**src/shared/pll_pkg.sv**
```systemverilog
`default_nettype none
package pll_pkg;

  // Register map, byte addresses on the Wishbone slave
  localparam logic [7:0] DIV_OFF = 8'h00;
  localparam logic [7:0] REF_OFF = 8'h04;
  localparam logic [7:0] CTRL_OFF = 8'h08;
  localparam logic [7:0] STAT_OFF = 8'h0C;
  localparam logic [7:0] CMD_OFF = 8'h10;

  // Programmable divider shape
  localparam int DIV_W = 15;
  localparam int SWALLOW_W = 4;
  localparam int MAIN_W = 11;
  localparam int PSC_W = 5;
  localparam logic [PSC_W-1:0] PSC_LOW_LAST = 5'h0F;
  localparam logic [PSC_W-1:0] PSC_HIGH_LAST = 5'h10;
  localparam logic [DIV_W-1:0] DIV_RST = 15'h0000;

  // Reference divider
  localparam int REF_CODE_W = 5;
  localparam int REF_CNT_W = 9;
  localparam logic [REF_CODE_W-1:0] REF_CODE_RST = 5'h00;
  localparam int REF_SRC_BIT = 8;

  // Control register fields
  localparam int CTRL_W = 7;
  localparam int CTRL_PORT_LSB = 0;
  localparam int CTRL_TEST_LSB = 1;
  localparam int CTRL_TEST_EN_BIT = 4;
  localparam int CTRL_BAND_LSB = 5;
  localparam logic [CTRL_W-1:0] CTRL_RST = 7'h00;

  // Status and command fields
  localparam int STAT_LOCK_BIT = 0;
  localparam int STAT_PEND_BIT = 1;
  localparam int CMD_STOP_BIT = 0;

  // Test selector codes that put an internal clock on the first port
  localparam logic [2:0] TEST_FPD_HALF = 3'h2;
  localparam logic [2:0] TEST_FCOMP = 3'h3;

  // Lock detector: error width per period and good periods to declare lock
  localparam logic [7:0] LOCK_ERR_MAX = 8'h02;
  localparam logic [3:0] LOCK_GOOD_LAST = 4'h7;

  typedef enum logic [1:0] {
    BAND_LOW = 2'b00,
    BAND_MID = 2'b01,
    BAND_HIGH = 2'b10
  } band_t;

  typedef enum logic [1:0] {
    LK_SEARCH = 2'b01,
    LK_LOCKED = 2'b10
  } lock_state_t;

  // Codes with a zero exponent in the x5/x6/x7 groups have no ratio
  function automatic logic ref_code_ok(input logic [REF_CODE_W-1:0] code);
    ref_code_ok = (code[4:3] == 2'b00) || (code[2:0] != 3'h0);
  endfunction

  function automatic logic [REF_CNT_W-1:0] ref_ratio(input logic [REF_CODE_W-1:0] code);
    logic [REF_CNT_W-1:0] mult;
    mult = {7'h00, code[4:3]} + 9'h004;
    if (code[4:3] == 2'b00) begin
      ref_ratio = 9'h002 << code[2:0];
    end else begin
      ref_ratio = mult << (code[2:0] - 3'h1);
    end
  endfunction

endpackage
`default_nettype wire

```
**src/hw/pll_pfd.sv**
```systemverilog
`timescale 1ns/100ps
`default_nettype none
module pll_pfd
  import pll_pkg::*;
(
  input wire logic clk_i,
  input wire logic rst_i,
  input wire logic ref_pulse_i,
  input wire logic div_pulse_i,
  output logic pump_up_o,
  output logic pump_dn_o
);

  logic up_q;
  logic dn_q;
  logic up_d;
  logic dn_d;
  logic both;

  // Both flags high means the later edge has arrived; clear both at once
  assign both = (up_q | ref_pulse_i) & (dn_q | div_pulse_i);
  assign up_d = both ? 1'b0 : (up_q | ref_pulse_i);
  assign dn_d = both ? 1'b0 : (dn_q | div_pulse_i);

  always_ff @(posedge clk_i) begin
    if (rst_i) begin
      up_q <= 1'b0;
      dn_q <= 1'b0;
    end else begin
      up_q <= up_d;
      dn_q <= dn_d;
    end
  end

  assign pump_up_o = up_q;
  assign pump_dn_o = dn_q;

endmodule
`default_nettype wire

```
**src/hw/pll_synth.sv**
```systemverilog
// Chosen here: the Wishbone slave port and the register addresses.
`timescale 1ns/100ps
`default_nettype none
module pll_synth
  import pll_pkg::*;
(
  input wire logic clk_i,
  input wire logic rst_i,
  input wire logic [7:0] adr_i,
  input wire logic [31:0] dat_i,
  output logic [31:0] dat_o,
  input wire logic [3:0] sel_i,
  input wire logic we_i,
  input wire logic cyc_i,
  input wire logic stb_i,
  output logic ack_o,
  input wire logic [2:0] lo_band_i,
  input wire logic ref_xtal_i,
  input wire logic ref_ext_i,
  output logic pump_up_o,
  output logic pump_dn_o,
  output logic [3:0] switch_port_o,
  output logic [3:0] switch_port_oe_o,
  output logic lock_flag_o
);

  // Bus slave
  logic ack_q;
  logic [31:0] rdata_q;
  logic req;
  logic wr;
  logic hit_div;
  logic hit_ref;
  logic hit_ctrl;
  logic hit_stat;
  logic hit_cmd;
  logic [31:0] rdata_d;

  // Software state
  logic [DIV_W-1:0] div_q;
  logic [DIV_W-1:0] div_d;
  logic [6:0] stage_hi_q;
  logic [6:0] stage_hi_d;
  logic pend_q;
  logic pend_d;
  logic div_load;
  logic [REF_CODE_W-1:0] ref_code_q;
  logic [REF_CODE_W-1:0] ref_code_d;
  logic ref_src_q;
  logic ref_src_d;
  logic [CTRL_W-1:0] ctrl_q;
  logic [CTRL_W-1:0] ctrl_d;
  logic stop_wr;

  // Input synchronisers and edge detect
  logic [2:0] lo_s1_q;
  logic [2:0] lo_s2_q;
  logic [1:0] ref_s1_q;
  logic [1:0] ref_s2_q;
  logic lo_prev_q;
  logic ref_prev_q;
  logic lo_sel;
  logic ref_sel;
  logic lo_edge;
  logic ref_edge;
  logic [1:0] band_select_field;

  // Programmable divider
  logic [PSC_W-1:0] psc_q;
  logic [PSC_W-1:0] psc_d;
  logic [MAIN_W-1:0] main_q;
  logic [MAIN_W-1:0] main_d;
  logic [SWALLOW_W-1:0] swal_q;
  logic [SWALLOW_W-1:0] swal_d;
  logic [MAIN_W-1:0] div_main;
  logic [SWALLOW_W-1:0] div_swal;
  logic psc_end;
  logic main_end;
  logic fpd_q;
  logic fpd_half_q;

  // Reference divider
  logic [REF_CNT_W-1:0] ref_cnt_q;
  logic [REF_CNT_W-1:0] ref_cnt_d;
  logic [REF_CNT_W-1:0] ratio_last;
  logic ref_end;
  logic fcomp_q;

  // Lock detector
  lock_state_t lock_state_q;
  lock_state_t lock_state_d;
  logic [7:0] err_cnt_q;
  logic [7:0] err_cnt_d;
  logic [3:0] good_cnt_q;
  logic [3:0] good_cnt_d;
  logic period_good;

  // Ports
  logic test_enable_bit;
  logic [2:0] test_selector_field;
  logic first_switch_output;
  logic [3:0] port_on_q;
  logic [3:0] port_on_d;

  // ---------------------------------------------------------------- bus
  // One wait state: ack the cycle after the request, then drop it
  assign req = cyc_i & stb_i & ~ack_q;
  assign wr = req & we_i;
  assign hit_div = (adr_i == DIV_OFF);
  assign hit_ref = (adr_i == REF_OFF);
  assign hit_ctrl = (adr_i == CTRL_OFF);
  assign hit_stat = (adr_i == STAT_OFF);
  assign hit_cmd = (adr_i == CMD_OFF);
  assign stop_wr = wr & hit_cmd & sel_i[0] & dat_i[CMD_STOP_BIT];

  // Unmapped addresses read zero and swallow writes
  assign rdata_d = hit_div ? {17'h00000, div_q} :
                   hit_ref ? {23'h000000, ref_src_q, 3'h0, ref_code_q} :
                   hit_ctrl ? {25'h0000000, ctrl_q} :
                   hit_stat ? {30'h00000000, pend_q,
                               (lock_state_q == LK_LOCKED)} :
                   32'h00000000;

  always_ff @(posedge clk_i) begin
    if (rst_i) begin
      ack_q <= 1'b0;
      rdata_q <= 32'h00000000;
    end else begin
      ack_q <= req;
      rdata_q <= (req & ~we_i) ? rdata_d : rdata_q;
    end
  end

  assign ack_o = ack_q;
  assign dat_o = rdata_q;

  // ---------------------------------------------------------------- division value
  // The upper byte alone is only staged, so a half-written ratio never
  // reaches the counters and the loop does not jump during fine tuning.
  always_comb begin
    div_d = div_q;
    stage_hi_d = stage_hi_q;
    pend_d = pend_q;
    div_load = 1'b0;
    if (wr & hit_div & sel_i[1] & sel_i[0]) begin
      div_d = dat_i[DIV_W-1:0];
      pend_d = 1'b0;
      div_load = 1'b1;
    end else if (wr & hit_div & sel_i[1]) begin
      stage_hi_d = dat_i[14:8];
      pend_d = 1'b1;
    end else if (wr & hit_div & sel_i[0]) begin
      div_d = {pend_q ? stage_hi_q : div_q[14:8], dat_i[7:0]};
      pend_d = 1'b0;
      div_load = 1'b1;
    end else if (stop_wr & pend_q) begin
      div_d = {stage_hi_q, div_q[7:0]};
      pend_d = 1'b0;
      div_load = 1'b1;
    end
  end

  // Refused reference codes leave the old ratio in place
  assign ref_code_d = (wr & hit_ref & sel_i[0] & ref_code_ok(dat_i[REF_CODE_W-1:0])) ?
                      dat_i[REF_CODE_W-1:0] : ref_code_q;
  assign ref_src_d = (wr & hit_ref & sel_i[1]) ? dat_i[REF_SRC_BIT] : ref_src_q;
  assign ctrl_d = (wr & hit_ctrl & sel_i[0]) ? dat_i[CTRL_W-1:0] : ctrl_q;

  always_ff @(posedge clk_i) begin
    if (rst_i) begin
      div_q <= DIV_RST;
      stage_hi_q <= 7'h00;
      pend_q <= 1'b0;
      ref_code_q <= REF_CODE_RST;
      ref_src_q <= 1'b0;
      ctrl_q <= CTRL_RST;
    end else begin
      div_q <= div_d;
      stage_hi_q <= stage_hi_d;
      pend_q <= pend_d;
      ref_code_q <= ref_code_d;
      ref_src_q <= ref_src_d;
      ctrl_q <= ctrl_d;
    end
  end

  // ---------------------------------------------------------------- inputs
  // Oscillator and reference pins are asynchronous; each must stay below
  // half of clk_i or edges are lost.
  always_ff @(posedge clk_i) begin
    if (rst_i) begin
      lo_s1_q <= 3'h0;
      lo_s2_q <= 3'h0;
      ref_s1_q <= 2'h0;
      ref_s2_q <= 2'h0;
      lo_prev_q <= 1'b0;
      ref_prev_q <= 1'b0;
    end else begin
      lo_s1_q <= lo_band_i;
      lo_s2_q <= lo_s1_q;
      ref_s1_q <= {ref_ext_i, ref_xtal_i};
      ref_s2_q <= ref_s1_q;
      lo_prev_q <= lo_sel;
      ref_prev_q <= ref_sel;
    end
  end

  assign band_select_field = ctrl_q[CTRL_BAND_LSB +: 2];
  assign lo_sel = (band_select_field == BAND_LOW) ? lo_s2_q[0] :
                  (band_select_field == BAND_MID) ? lo_s2_q[1] :
                  (band_select_field == BAND_HIGH) ? lo_s2_q[2] : 1'b0;
  assign ref_sel = ref_src_q ? ref_s2_q[1] : ref_s2_q[0];
  assign lo_edge = lo_sel & ~lo_prev_q;
  assign ref_edge = ref_sel & ~ref_prev_q;

  // ---------------------------------------------------------------- divider
  assign div_main = div_q[DIV_W-1:SWALLOW_W];
  assign div_swal = div_q[SWALLOW_W-1:0];

  // 17 while the swallow count remains, 16 afterwards: A periods of 17
  // plus M-A of 16 give 16*M+A, valid only while A <= M.
  assign psc_end = lo_edge &
                   (psc_q == ((swal_q != 4'h0) ? PSC_HIGH_LAST : PSC_LOW_LAST));
  assign main_end = psc_end & (main_q <= 11'h001);

  always_comb begin
    psc_d = psc_q;
    main_d = main_q;
    swal_d = swal_q;
    if (div_load) begin
      psc_d = 5'h00;
      main_d = div_d[DIV_W-1:SWALLOW_W];
      swal_d = div_d[SWALLOW_W-1:0];
    end else if (lo_edge) begin
      psc_d = psc_end ? 5'h00 : psc_q + 5'h01;
      if (main_end) begin
        main_d = div_main;
        swal_d = div_swal;
      end else if (psc_end) begin
        main_d = main_q - 11'h001;
        swal_d = (swal_q != 4'h0) ? swal_q - 4'h1 : swal_q;
      end
    end
  end

  always_ff @(posedge clk_i) begin
    if (rst_i) begin
      psc_q <= 5'h00;
      main_q <= 11'h000;
      swal_q <= 4'h0;
      fpd_q <= 1'b0;
      fpd_half_q <= 1'b0;
    end else begin
      psc_q <= psc_d;
      main_q <= main_d;
      swal_q <= swal_d;
      // A zero main count stops the divider instead of dividing by one
      fpd_q <= main_end & (div_main != 11'h000);
      fpd_half_q <= fpd_half_q ^ fpd_q;
    end
  end

  // ---------------------------------------------------------------- reference
  assign ratio_last = ref_ratio(ref_code_q) - 9'h001;
  assign ref_end = ref_edge & (ref_cnt_q >= ratio_last);
  assign ref_cnt_d = ref_end ? 9'h000 : (ref_edge ? ref_cnt_q + 9'h001 : ref_cnt_q);

  always_ff @(posedge clk_i) begin
    if (rst_i) begin
      ref_cnt_q <= 9'h000;
      fcomp_q <= 1'b0;
    end else begin
      ref_cnt_q <= ref_cnt_d;
      fcomp_q <= ref_end;
    end
  end

  // ---------------------------------------------------------------- comparator
  pll_pfd u_pfd (
    .clk_i(clk_i),
    .rst_i(rst_i),
    .ref_pulse_i(fcomp_q),
    .div_pulse_i(fpd_q),
    .pump_up_o(pump_up_o),
    .pump_dn_o(pump_dn_o)
  );

  // ---------------------------------------------------------------- lock
  // Lock needs several consecutive periods with a short pump pulse, so one
  // lucky edge cannot raise the flag; one wide pulse drops it.
  assign err_cnt_d = fcomp_q ? 8'h00 :
                     ((pump_up_o | pump_dn_o) & (err_cnt_q != 8'hFF)) ?
                     err_cnt_q + 8'h01 : err_cnt_q;
  assign period_good = (err_cnt_q <= LOCK_ERR_MAX);

  always_comb begin
    lock_state_d = lock_state_q;
    good_cnt_d = good_cnt_q;
    if (fcomp_q) begin
      case (lock_state_q)
        LK_SEARCH: begin
          if (!period_good) begin
            good_cnt_d = 4'h0;
          end else if (good_cnt_q == LOCK_GOOD_LAST) begin
            lock_state_d = LK_LOCKED;
            good_cnt_d = 4'h0;
          end else begin
            good_cnt_d = good_cnt_q + 4'h1;
          end
        end
        LK_LOCKED: begin
          if (!period_good) begin
            lock_state_d = LK_SEARCH;
          end
        end
        default: begin
          lock_state_d = LK_SEARCH;
          good_cnt_d = 4'h0;
        end
      endcase
    end
  end

  always_ff @(posedge clk_i) begin
    if (rst_i) begin
      lock_state_q <= LK_SEARCH;
      err_cnt_q <= 8'h00;
      good_cnt_q <= 4'h0;
    end else begin
      lock_state_q <= lock_state_d;
      err_cnt_q <= err_cnt_d;
      good_cnt_q <= good_cnt_d;
    end
  end

  assign lock_flag_o = (lock_state_q == LK_LOCKED);

  // ---------------------------------------------------------------- ports
  // Test mode reuses the port bits as selector, so normal port data is lost
  assign test_enable_bit = ctrl_q[CTRL_TEST_EN_BIT];
  assign test_selector_field = ctrl_q[CTRL_TEST_LSB +: 3];
  assign first_switch_output = (test_selector_field == TEST_FPD_HALF) ? fpd_half_q :
                               (test_selector_field == TEST_FCOMP) ? fcomp_q : 1'b0;
  assign port_on_d = test_enable_bit ? {3'h0, first_switch_output} :
                     ctrl_q[CTRL_PORT_LSB +: 4];

  always_ff @(posedge clk_i) begin
    if (rst_i) begin
      port_on_q <= 4'h0;
    end else begin
      port_on_q <= port_on_d;
    end
  end

  // Open collector: an on port sinks to low, an off port floats
  assign switch_port_o = 4'h0;
  assign switch_port_oe_o = port_on_q;

endmodule
`default_nettype wire

```
**config.mk**
```make
export PLATFORM = sky130hd
export DESIGN_NAME = pll_synth
export DESIGN_NICKNAME = d
export VERILOG_FILES = /design/src/shared/pll_pkg.sv /design/src/hw/pll_pfd.sv /design/src/hw/pll_synth.sv
export SDC_FILE = /design/constraint.sdc
export NUM_CORES = 1
export LEC_CHECK = 0
export BUFFER_PORTS_ARGS = -buffer_cell sky130_fd_sc_hd__buf_2
export CAP_MARGIN = 15
export CORE_ASPECT_RATIO = 1.5
export CORE_MARGIN = 8
export CORE_UTILIZATION = 33
export DETAILED_ROUTE_END_ITERATION = 16
export PLACE_DENSITY_LB_ADDON = 0.12
export SLEW_MARGIN = 10
export SYNTH_ARGS = -nofsm -noshare
export SYNTH_HDL_FRONTEND = slang
export SYNTH_HIERARCHICAL = 1
export SYNTH_SLANG_ARGS = --single-unit
```
**constraint.sdc**
```tcl
create_clock -name clk_i -period 7 [get_ports clk_i]
set_input_delay 0 -clock clk_i [delete_from_list [all_inputs] [get_ports clk_i]]
set_output_delay 0 -clock clk_i [all_outputs]
set_load 0.005 [all_outputs]
```
==> results of run 1 <==
critical path: stages (launching register included):
cell	delay [ps]
sky130_fd_sc_hd__dfxtp_1	650
sky130_fd_sc_hd__inv_1	170
sky130_fd_sc_hd__ha_1	490
sky130_fd_sc_hd__a22o_1	290
sky130_fd_sc_hd__a211oi_1	320
sky130_fd_sc_hd__a32oi_1	190
sky130_fd_sc_hd__nor3b_1	340
sky130_fd_sc_hd__o2111ai_1	180
sky130_fd_sc_hd__xor2_1	180
sky130_fd_sc_hd__ha_1	300
sky130_fd_sc_hd__nand3_1	90
sky130_fd_sc_hd__o31a_1	320
sky130_fd_sc_hd__o21ai_1	490
sky130_fd_sc_hd__nor2_1	110
layer usage:
metal,vias up,GRT usage,share of wire
met3,23,0.0267,0.036
met4,0,0.0564,0.019
li1,2751,-,-
met2,121,0.252,0.50
met5,-,0,0
met1,2590,0.166,0.44
kinds of logic (layout without fill, tap and decap cells):
| family | Yosys count | after routing | synth area share |
|---|---|---|---|
| buffers and inverters | 74 | 134 | 0.0596 |
| xor gates and xnor gates | 29 | 29 | 0.0410 |
| muxes | 37 | 37 | 0.0602 |
| adders and majority gates | 23 | 23 | 0.0465 |
| and+or+nand+nor | 301 | 301 | 0.243 |
| DFF | 116 | 116 | 0.375 |
| AOI/OAI and AO/OA | 155 | 155 | 0.174 |
| other | 1 | 21 | 0.000605 |
through the flow:
| stage | area [sq um] | worst slack [ps] |
|---|---|---|
| 2_1_floorplan | 6270 | 3270 |
| 5_1_grt | 7410 | 2280 |
| 3_5_place_dp | 6610 | 2670 |
| 3_3_place_gp | 6610 | 2770 |
| 6_report | 7410 | 2740 |
| 4_1_cts | 7410 | 2660 |
registers in the layout, summed over array words and instances (netlist names), 2 cells and up:
name              cells
ctrl_q                7
dat_o                15
div_q                15
err_cnt_q             8
good_cnt_q            4
lo_s1_q               3
lo_s2_q               3
lock_state_q          2
main_q               11
psc_q                 5
ref_cnt_q             9
ref_code_q            5
ref_s1_q              2
ref_s2_q              2
stage_hi_q            7
swal_q                4
switch_port_oe_o      4
path summary, 6_finish.rpt:
kind | startpoint | endpoint | slack, ps | cells past startpoint
worst max-delay path | ref_code_q[0] | ref_cnt_q[5] | 2740 | 13
worst max register to register | ref_code_q[0] | ref_cnt_q[5] | 2740 | 13
worst min-delay path | adr_i[2] | dat_o[5] | 20 | 4
worst min register to register | ref_s1_q[1] | ref_s2_q[1] | 430 | 1
synth_stat cells (6+ instances only):
| cell | n |
|---|---|
| sky130_fd_sc_hd__nor2b_1 | 15 |
| sky130_fd_sc_hd__nand3_1 | 27 |
| sky130_fd_sc_hd__ha_1 | 23 |
| sky130_fd_sc_hd__inv_1 | 16 |
| sky130_fd_sc_hd__clkbuf_1 | 27 |
| sky130_fd_sc_hd__nor4_1 | 11 |
| sky130_fd_sc_hd__nor2_1 | 96 |
| sky130_fd_sc_hd__a21oi_1 | 48 |
| sky130_fd_sc_hd__buf_4 | 21 |
| sky130_fd_sc_hd__nor3_1 | 20 |
| sky130_fd_sc_hd__a211oi_1 | 16 |
| sky130_fd_sc_hd__dfxtp_1 | 116 |
| sky130_fd_sc_hd__a21o_1 | 6 |
| sky130_fd_sc_hd__or3_1 | 6 |
| sky130_fd_sc_hd__nand2b_1 | 9 |
| sky130_fd_sc_hd__o21ai_0 | 18 |
| sky130_fd_sc_hd__and3_1 | 8 |
| sky130_fd_sc_hd__xor2_1 | 21 |
| sky130_fd_sc_hd__nand4_1 | 14 |
| sky130_fd_sc_hd__o21a_1 | 7 |
| sky130_fd_sc_hd__nand2_1 | 58 |
| sky130_fd_sc_hd__mux2i_1 | 35 |
| sky130_fd_sc_hd__xnor2_1 | 8 |
final cells by class:
type,instances,area [sq um],area share
Multi-Input combinational cell,566,3580,0.483
Sequential cell,116,2320,0.313
Timing Repair Buffer,86,561,0.0757
Clock buffer,17,425,0.0574
Tap cell,252,315,0.0426
Clock inverter,15,145,0.0196
Inverter,16,60.1,0.00811
power groups by stage:
stage               logic (mW)  registers, mW  clock network (mW)
floorplan               0.0435          0.684                   0
global placement        0.0597          0.685                   0
detailed placement      0.0607          0.685                   0
CTS                     0.0710          0.670               0.859
global route            0.0786          0.671               0.890
finish                  0.0706          0.670               0.842
==> impl_metrics.env, run 1 <==
export IMPL_number_of_optimization_iterations_in_the_first_detailed_route_pass=4
export IMPL_placeableCoreArea_sq_um=18500
export IMPL_worst_ep_required_ps=7270
export IMPL_post_cts_setup_buffer_count=0
export IMPL_swShare=0.247
export IMPL_dieHeight_um=184
export IMPL_netlist_top_cells_area="sky130_fd_sc_hd__dfxtp_1 37%, sky130_fd_sc_hd__nor2_1 5.8%, sky130_fd_sc_hd__mux2i_1 5.7%, sky130_fd_sc_hd__ha_1 4.6%, sky130_fd_sc_hd__a21oi_1 3.9%"
export IMPL_post_synth_top_area_fraction=0.375
export IMPL_std_cell_rows=61
export IMPL_power_per_cell_area_nw_per_um2=214
export IMPL_irDropWorstVdd_uv=113
export IMPL_post_synth_num_cell_types=73
export IMPL_final_setup_viol_count=0
export IMPL_nNetsFinal=880
export IMPL_share_of_layout_cells_above_drive_strength_1=0.141
export IMPL_rsz0062_at_grt="false"
export IMPL_initial_core_utilization=0.335
export IMPL_number_of_placed_instances_taps_included=1013
export IMPL_synthesis_area_sq_um=6190
export IMPL_clock_tree_root_cell="sky130_fd_sc_hd__clkbuf_16"
export IMPL_critical_path_arrival_ps=4540
export IMPL_fin_hold_ws_ps=22.0
export IMPL_layout_area_overhead_vs_synth_pct=19.6
export IMPL_cts_hold_fix_buffers=23
export IMPL_cts_num_sinks=116
export IMPL_worst_setup_path_end_kind="flip-flop"
export IMPL_number_of_antenna_violations_at_the_first_check_in_global_routing=0
export IMPL_synth_area_leader="sky130_fd_sc_hd__dfxtp_1"
export IMPL_timing_final_crit_share=0.609
export IMPL_comb_power_share=0.045
export IMPL_layout_core_utilization=0.401
export IMPL_synth_top_flop_cell="sky130_fd_sc_hd__dfxtp_1"
export IMPL_clock_tree_from_tritoncts="built"
export IMPL_synth_edff_count=0
export IMPL_first_global_vias=5423
export IMPL_layout_cells_most_common="sky130_fd_sc_hd__dfxtp_1"
export IMPL_clockBufferDepth=2
export IMPL_synth_sequential_area_ratio=0.375
export IMPL_p_leak_nw=2.88
export IMPL_route_detailed_vias_per_inst=5.14
export IMPL_maxSlewViolCount=0
export IMPL_timing_critical_path_fanout_max=14
export IMPL_htreeDepth=4
export IMPL_totalWireLength_mm=16.5
export IMPL_final_setup_tns_ps=0
export IMPL_synthesis_instances=736
export IMPL_post_layout_nonfiller_instances=1068
export IMPL_max_slew_margin_rel=0.393
export IMPL_synth_async_sr_flop_share=0
export IMPL_drt_antenna_violating_nets=0
export IMPL_most_common_layout_cells="116 x sky130_fd_sc_hd__dfxtp_1, 96 x sky130_fd_sc_hd__nor2_1, 58 x sky130_fd_sc_hd__nand2_1"
export IMPL_status="completed"
export IMPL_detail_route_iter0_violations=205
export IMPL_min_delay_path_class="in2reg"
export IMPL_fin_worst_skew_ps=12.3
export IMPL_ys_seq_elements=116
export IMPL_ios=98
export IMPL_hpwlAfterDp_mm=12.2
export IMPL_synth_yosys_warnings=6
export IMPL_drc_errors=0
export IMPL_cts_buffers=17
export IMPL_fill_cells=1923
export IMPL_gpl_final_weighted_congestion=0.824
export IMPL_n_antenna_cell=0
export IMPL_largest_net_degree_at_the_start_of_global_routing=86
export IMPL_clockPowerShare=0.532
export IMPL_wl_per_cell_um=15.5
export IMPL_maxCapViolCount=0
export IMPL_postCtsResizedCells=0
export IMPL_grtUsageTotal=0.143
export IMPL_clk_latency_ps=420
export IMPL_max_freq_ghz=0.235
export IMPL_fin_crit_ps=4260
export IMPL_critPathKind="reg2reg"
export IMPL_tightestPinTransition_ps=911
export IMPL_fin_total_pwr_mw=1.58
export IMPL_cts_reportedPaths_clkPinSlew_ps=60
export IMPL_grt_pass1_wl_mm=27.1
export IMPL_route_vias_total=5485
export IMPL_fp_dieArea_sq_um=23500
export IMPL_pwr_share_seq=0.423
export IMPL_total_net_switching_power_mw=0.391
export IMPL_die_x_um=128
export IMPL_placement_io_buffers=57
export IMPL_cellInternalPower_mw=1.19
export IMPL_global_route_overflow_total=0
export IMPL_worstSetupStartpointType="flip-flop"
export IMPL_hold_viol=0
export IMPL_syn_avg_cell_area_sq_um=8.42
No activity file was read; power rests on OpenSTA's default activity.
==> run 2, diff against run 1 <==
==> constraint.sdc (replaced) <==
create_clock -name clk_i -period 3.75 [get_ports clk_i]
set_input_delay 0 -clock clk_i [delete_from_list [all_inputs] [get_ports clk_i]]
set_output_delay 0 -clock clk_i [all_outputs]
set_load 0.005 [all_outputs]
==> run 2 against run 1 <==
Cell count up 0.47%. Global-route usage up 0.22 points. Critical path type unchanged. Non-clock buffer count rose by 5. Final area rose by 1.1%. Die area did not move. Clock power is 95% higher. First-iteration DRC count is 6.3% higher.
==> impl_metrics.env, run 2 (synthesis results as in run 1) <==
export IMPL_post_layout_nonfiller_instances=1073
export IMPL_dieHeight_um=184
export IMPL_clock_tree_from_tritoncts="built"
export IMPL_worst_ep_required_ps=4060
export IMPL_drt_antenna_violating_nets=0
export IMPL_totalWireLength_mm=16.8
export IMPL_hold_viol=0
export IMPL_placeableCoreArea_sq_um=18500
export IMPL_final_critical_path_setup_slack_ps=333
export IMPL_fin_total_pwr_mw=3.03
export IMPL_maxCapViolCount=0
export IMPL_grtUsageTotal=0.145
export IMPL_rsz0062_at_grt="false"
export IMPL_n_antenna_cell=0
export IMPL_global_route_overflow_total=0
export IMPL_globalRouteMet3Util=0.0256
export IMPL_cts_num_sinks=116
export IMPL_post_cts_setup_buffer_count=0
export IMPL_power_per_cell_area_nw_per_um2=404
export IMPL_critical_path_arrival_ps=3720
export IMPL_hpwlAfterDp_mm=12.6
export IMPL_irDropWorstVdd_uv=184
export IMPL_number_of_placed_instances_taps_included=1019
export IMPL_clockBufferDepth=2
export IMPL_timing_final_crit_share=0.911
export IMPL_route_detailed_vias_per_inst=5.15
export IMPL_final_setup_tns_ps=0
export IMPL_most_common_layout_cells="116 x sky130_fd_sc_hd__dfxtp_1, 96 x sky130_fd_sc_hd__nor2_1, 58 x sky130_fd_sc_hd__nand2_1"
export IMPL_p_leak_nw=2.92
export IMPL_met2_resource_use_gr=0.259
export IMPL_final_setup_viol_count=0
export IMPL_pre_cts_ws_ps=19.9
export IMPL_status="completed"
export IMPL_initial_core_utilization=0.335
export IMPL_max_slew_margin_rel=0.395
export IMPL_share_of_layout_cells_above_drive_strength_1=0.150
export IMPL_max_freq_ghz=0.293
export IMPL_grt_pass1_wl_mm=27.7
export IMPL_layout_area_overhead_vs_synth_pct=21.0
export IMPL_detail_route_iter0_violations=218
export IMPL_number_of_antenna_violations_at_the_first_check_in_global_routing=0
export IMPL_placement_io_buffers=57
export IMPL_fin_crit_ps=3420
export IMPL_nNetsFinal=885
export IMPL_first_global_vias=5435
export IMPL_critPathKind="reg2reg"
export IMPL_maxSlewViolCount=0
export IMPL_cts_reportedPaths_clkPinSlew_ps=60
export IMPL_std_cell_rows=61
export IMPL_cts_buffers=17
export IMPL_worst_setup_path_end_kind="flip-flop"
export IMPL_largest_net_degree_at_the_start_of_global_routing=38
export IMPL_drc_errors=0
export IMPL_layout_cells_most_common="sky130_fd_sc_hd__dfxtp_1"
export IMPL_tightestPinTransition_ps=898
export IMPL_wl_per_cell_um=15.7
export IMPL_htreeDepth=4
export IMPL_grt_busiest_layer="met2"
export IMPL_groute_layer_met1_usage=0.169
export IMPL_die_x_um=128
export IMPL_route_vias_total=5528
export IMPL_ios=98
export IMPL_clk_latency_ps=410
export IMPL_min_delay_path_class="in2reg"
export IMPL_fp_dieArea_sq_um=23500
export IMPL_clock_tree_root_cell="sky130_fd_sc_hd__clkbuf_16"
export IMPL_gpl_final_weighted_congestion=0.810
export IMPL_fin_worst_skew_ps=14.5
export IMPL_number_of_optimization_iterations_in_the_first_detailed_route_pass=5
export IMPL_timing_critical_path_fanout_max=11
export IMPL_worstSetupStartpointType="flip-flop"
==> run 2: changes by cell type in the layout (fill, tap and decap cells not counted), sizes merged <==
cell         delta
inv             -7
buf             +6
clkinv          +3
bufinv          +2
clkbuf          +2
dlygate4sd3     -1
==> run 2: layer usage <==
layer | share of wire | vias to the layer above
met4 | 0.013 | 0
met2 | 0.52 | 99
li1 | - | 2766
met1 | 0.43 | 2646
met3 | 0.031 | 17
met5 | 0 | -
==> run 2: layout make-up <==
class                   count  area, sq um
clock buffers              19          433
multi-input cells         566         3610
fillers                  1925        11000
clock inverters            13          160
inverters                  16         60.1
well taps                 252          315
repair buffers             91          596
flip-flops and latches    116         2320
==> run 2: per-stage QoR <==
step | util | hold slack (ps) | instance area (sq um)
after global routing | 0.406 | 57.6 | 7490
after CTS | 0.404 | 4.93 | 7470
final | 0.406 | 19.7 | 7490
after global placement | 0.360 | 208 | 6650
after floorplan | - | 77.1 | 6270
after detailed placement | 0.360 | 212 | 6650
==> run 2: critical path: stages, from the launching register on <==
cell and delay (ps):
sky130_fd_sc_hd__dfxtp_1 400, sky130_fd_sc_hd__inv_1 100, sky130_fd_sc_hd__ha_1 310, sky130_fd_sc_hd__buf_4 180, sky130_fd_sc_hd__nand2b_1 180, sky130_fd_sc_hd__a211o_1 340
sky130_fd_sc_hd__a32oi_2 270, sky130_fd_sc_hd__nand4bb_1 200, sky130_fd_sc_hd__xor2_1 180, sky130_fd_sc_hd__ha_1 260, sky130_fd_sc_hd__a21o_1 160, sky130_fd_sc_hd__a211oi_1 230
sky130_fd_sc_hd__o31a_1 250, sky130_fd_sc_hd__nor2b_1 70, sky130_fd_sc_hd__o21a_1 160
==> run 2: path summary, 6_finish.rpt <==
check | slack [ps] | startpoint | cells past startpoint | end
setup / recovery | 330 | ref_code_q[1] | 14 | fcomp_q
hold / removal | 20 | adr_i[4] | 4 | swal_q[0]
setup reg to reg | 330 | ref_code_q[1] | 14 | fcomp_q
hold reg to reg | 430 | ref_s1_q[0] | 1 | ref_s2_q[0]
==> run 2: repair_timing <==
action                     4_1_cts  5_1_grt
hold buffers                    22        0
resized for setup                0        5
setup endpoints to repair        0       10
hold endpoints to repair        39        0
==> run 2: power by group <==
group	switching, mW	internal (mW)	total, mW	leakage, nW
sequential	0.00741	1.24	1.25	0.937
combinational	0.0788	0.0550	0.134	1.70
clock	0.601	1.04	1.64	0.287
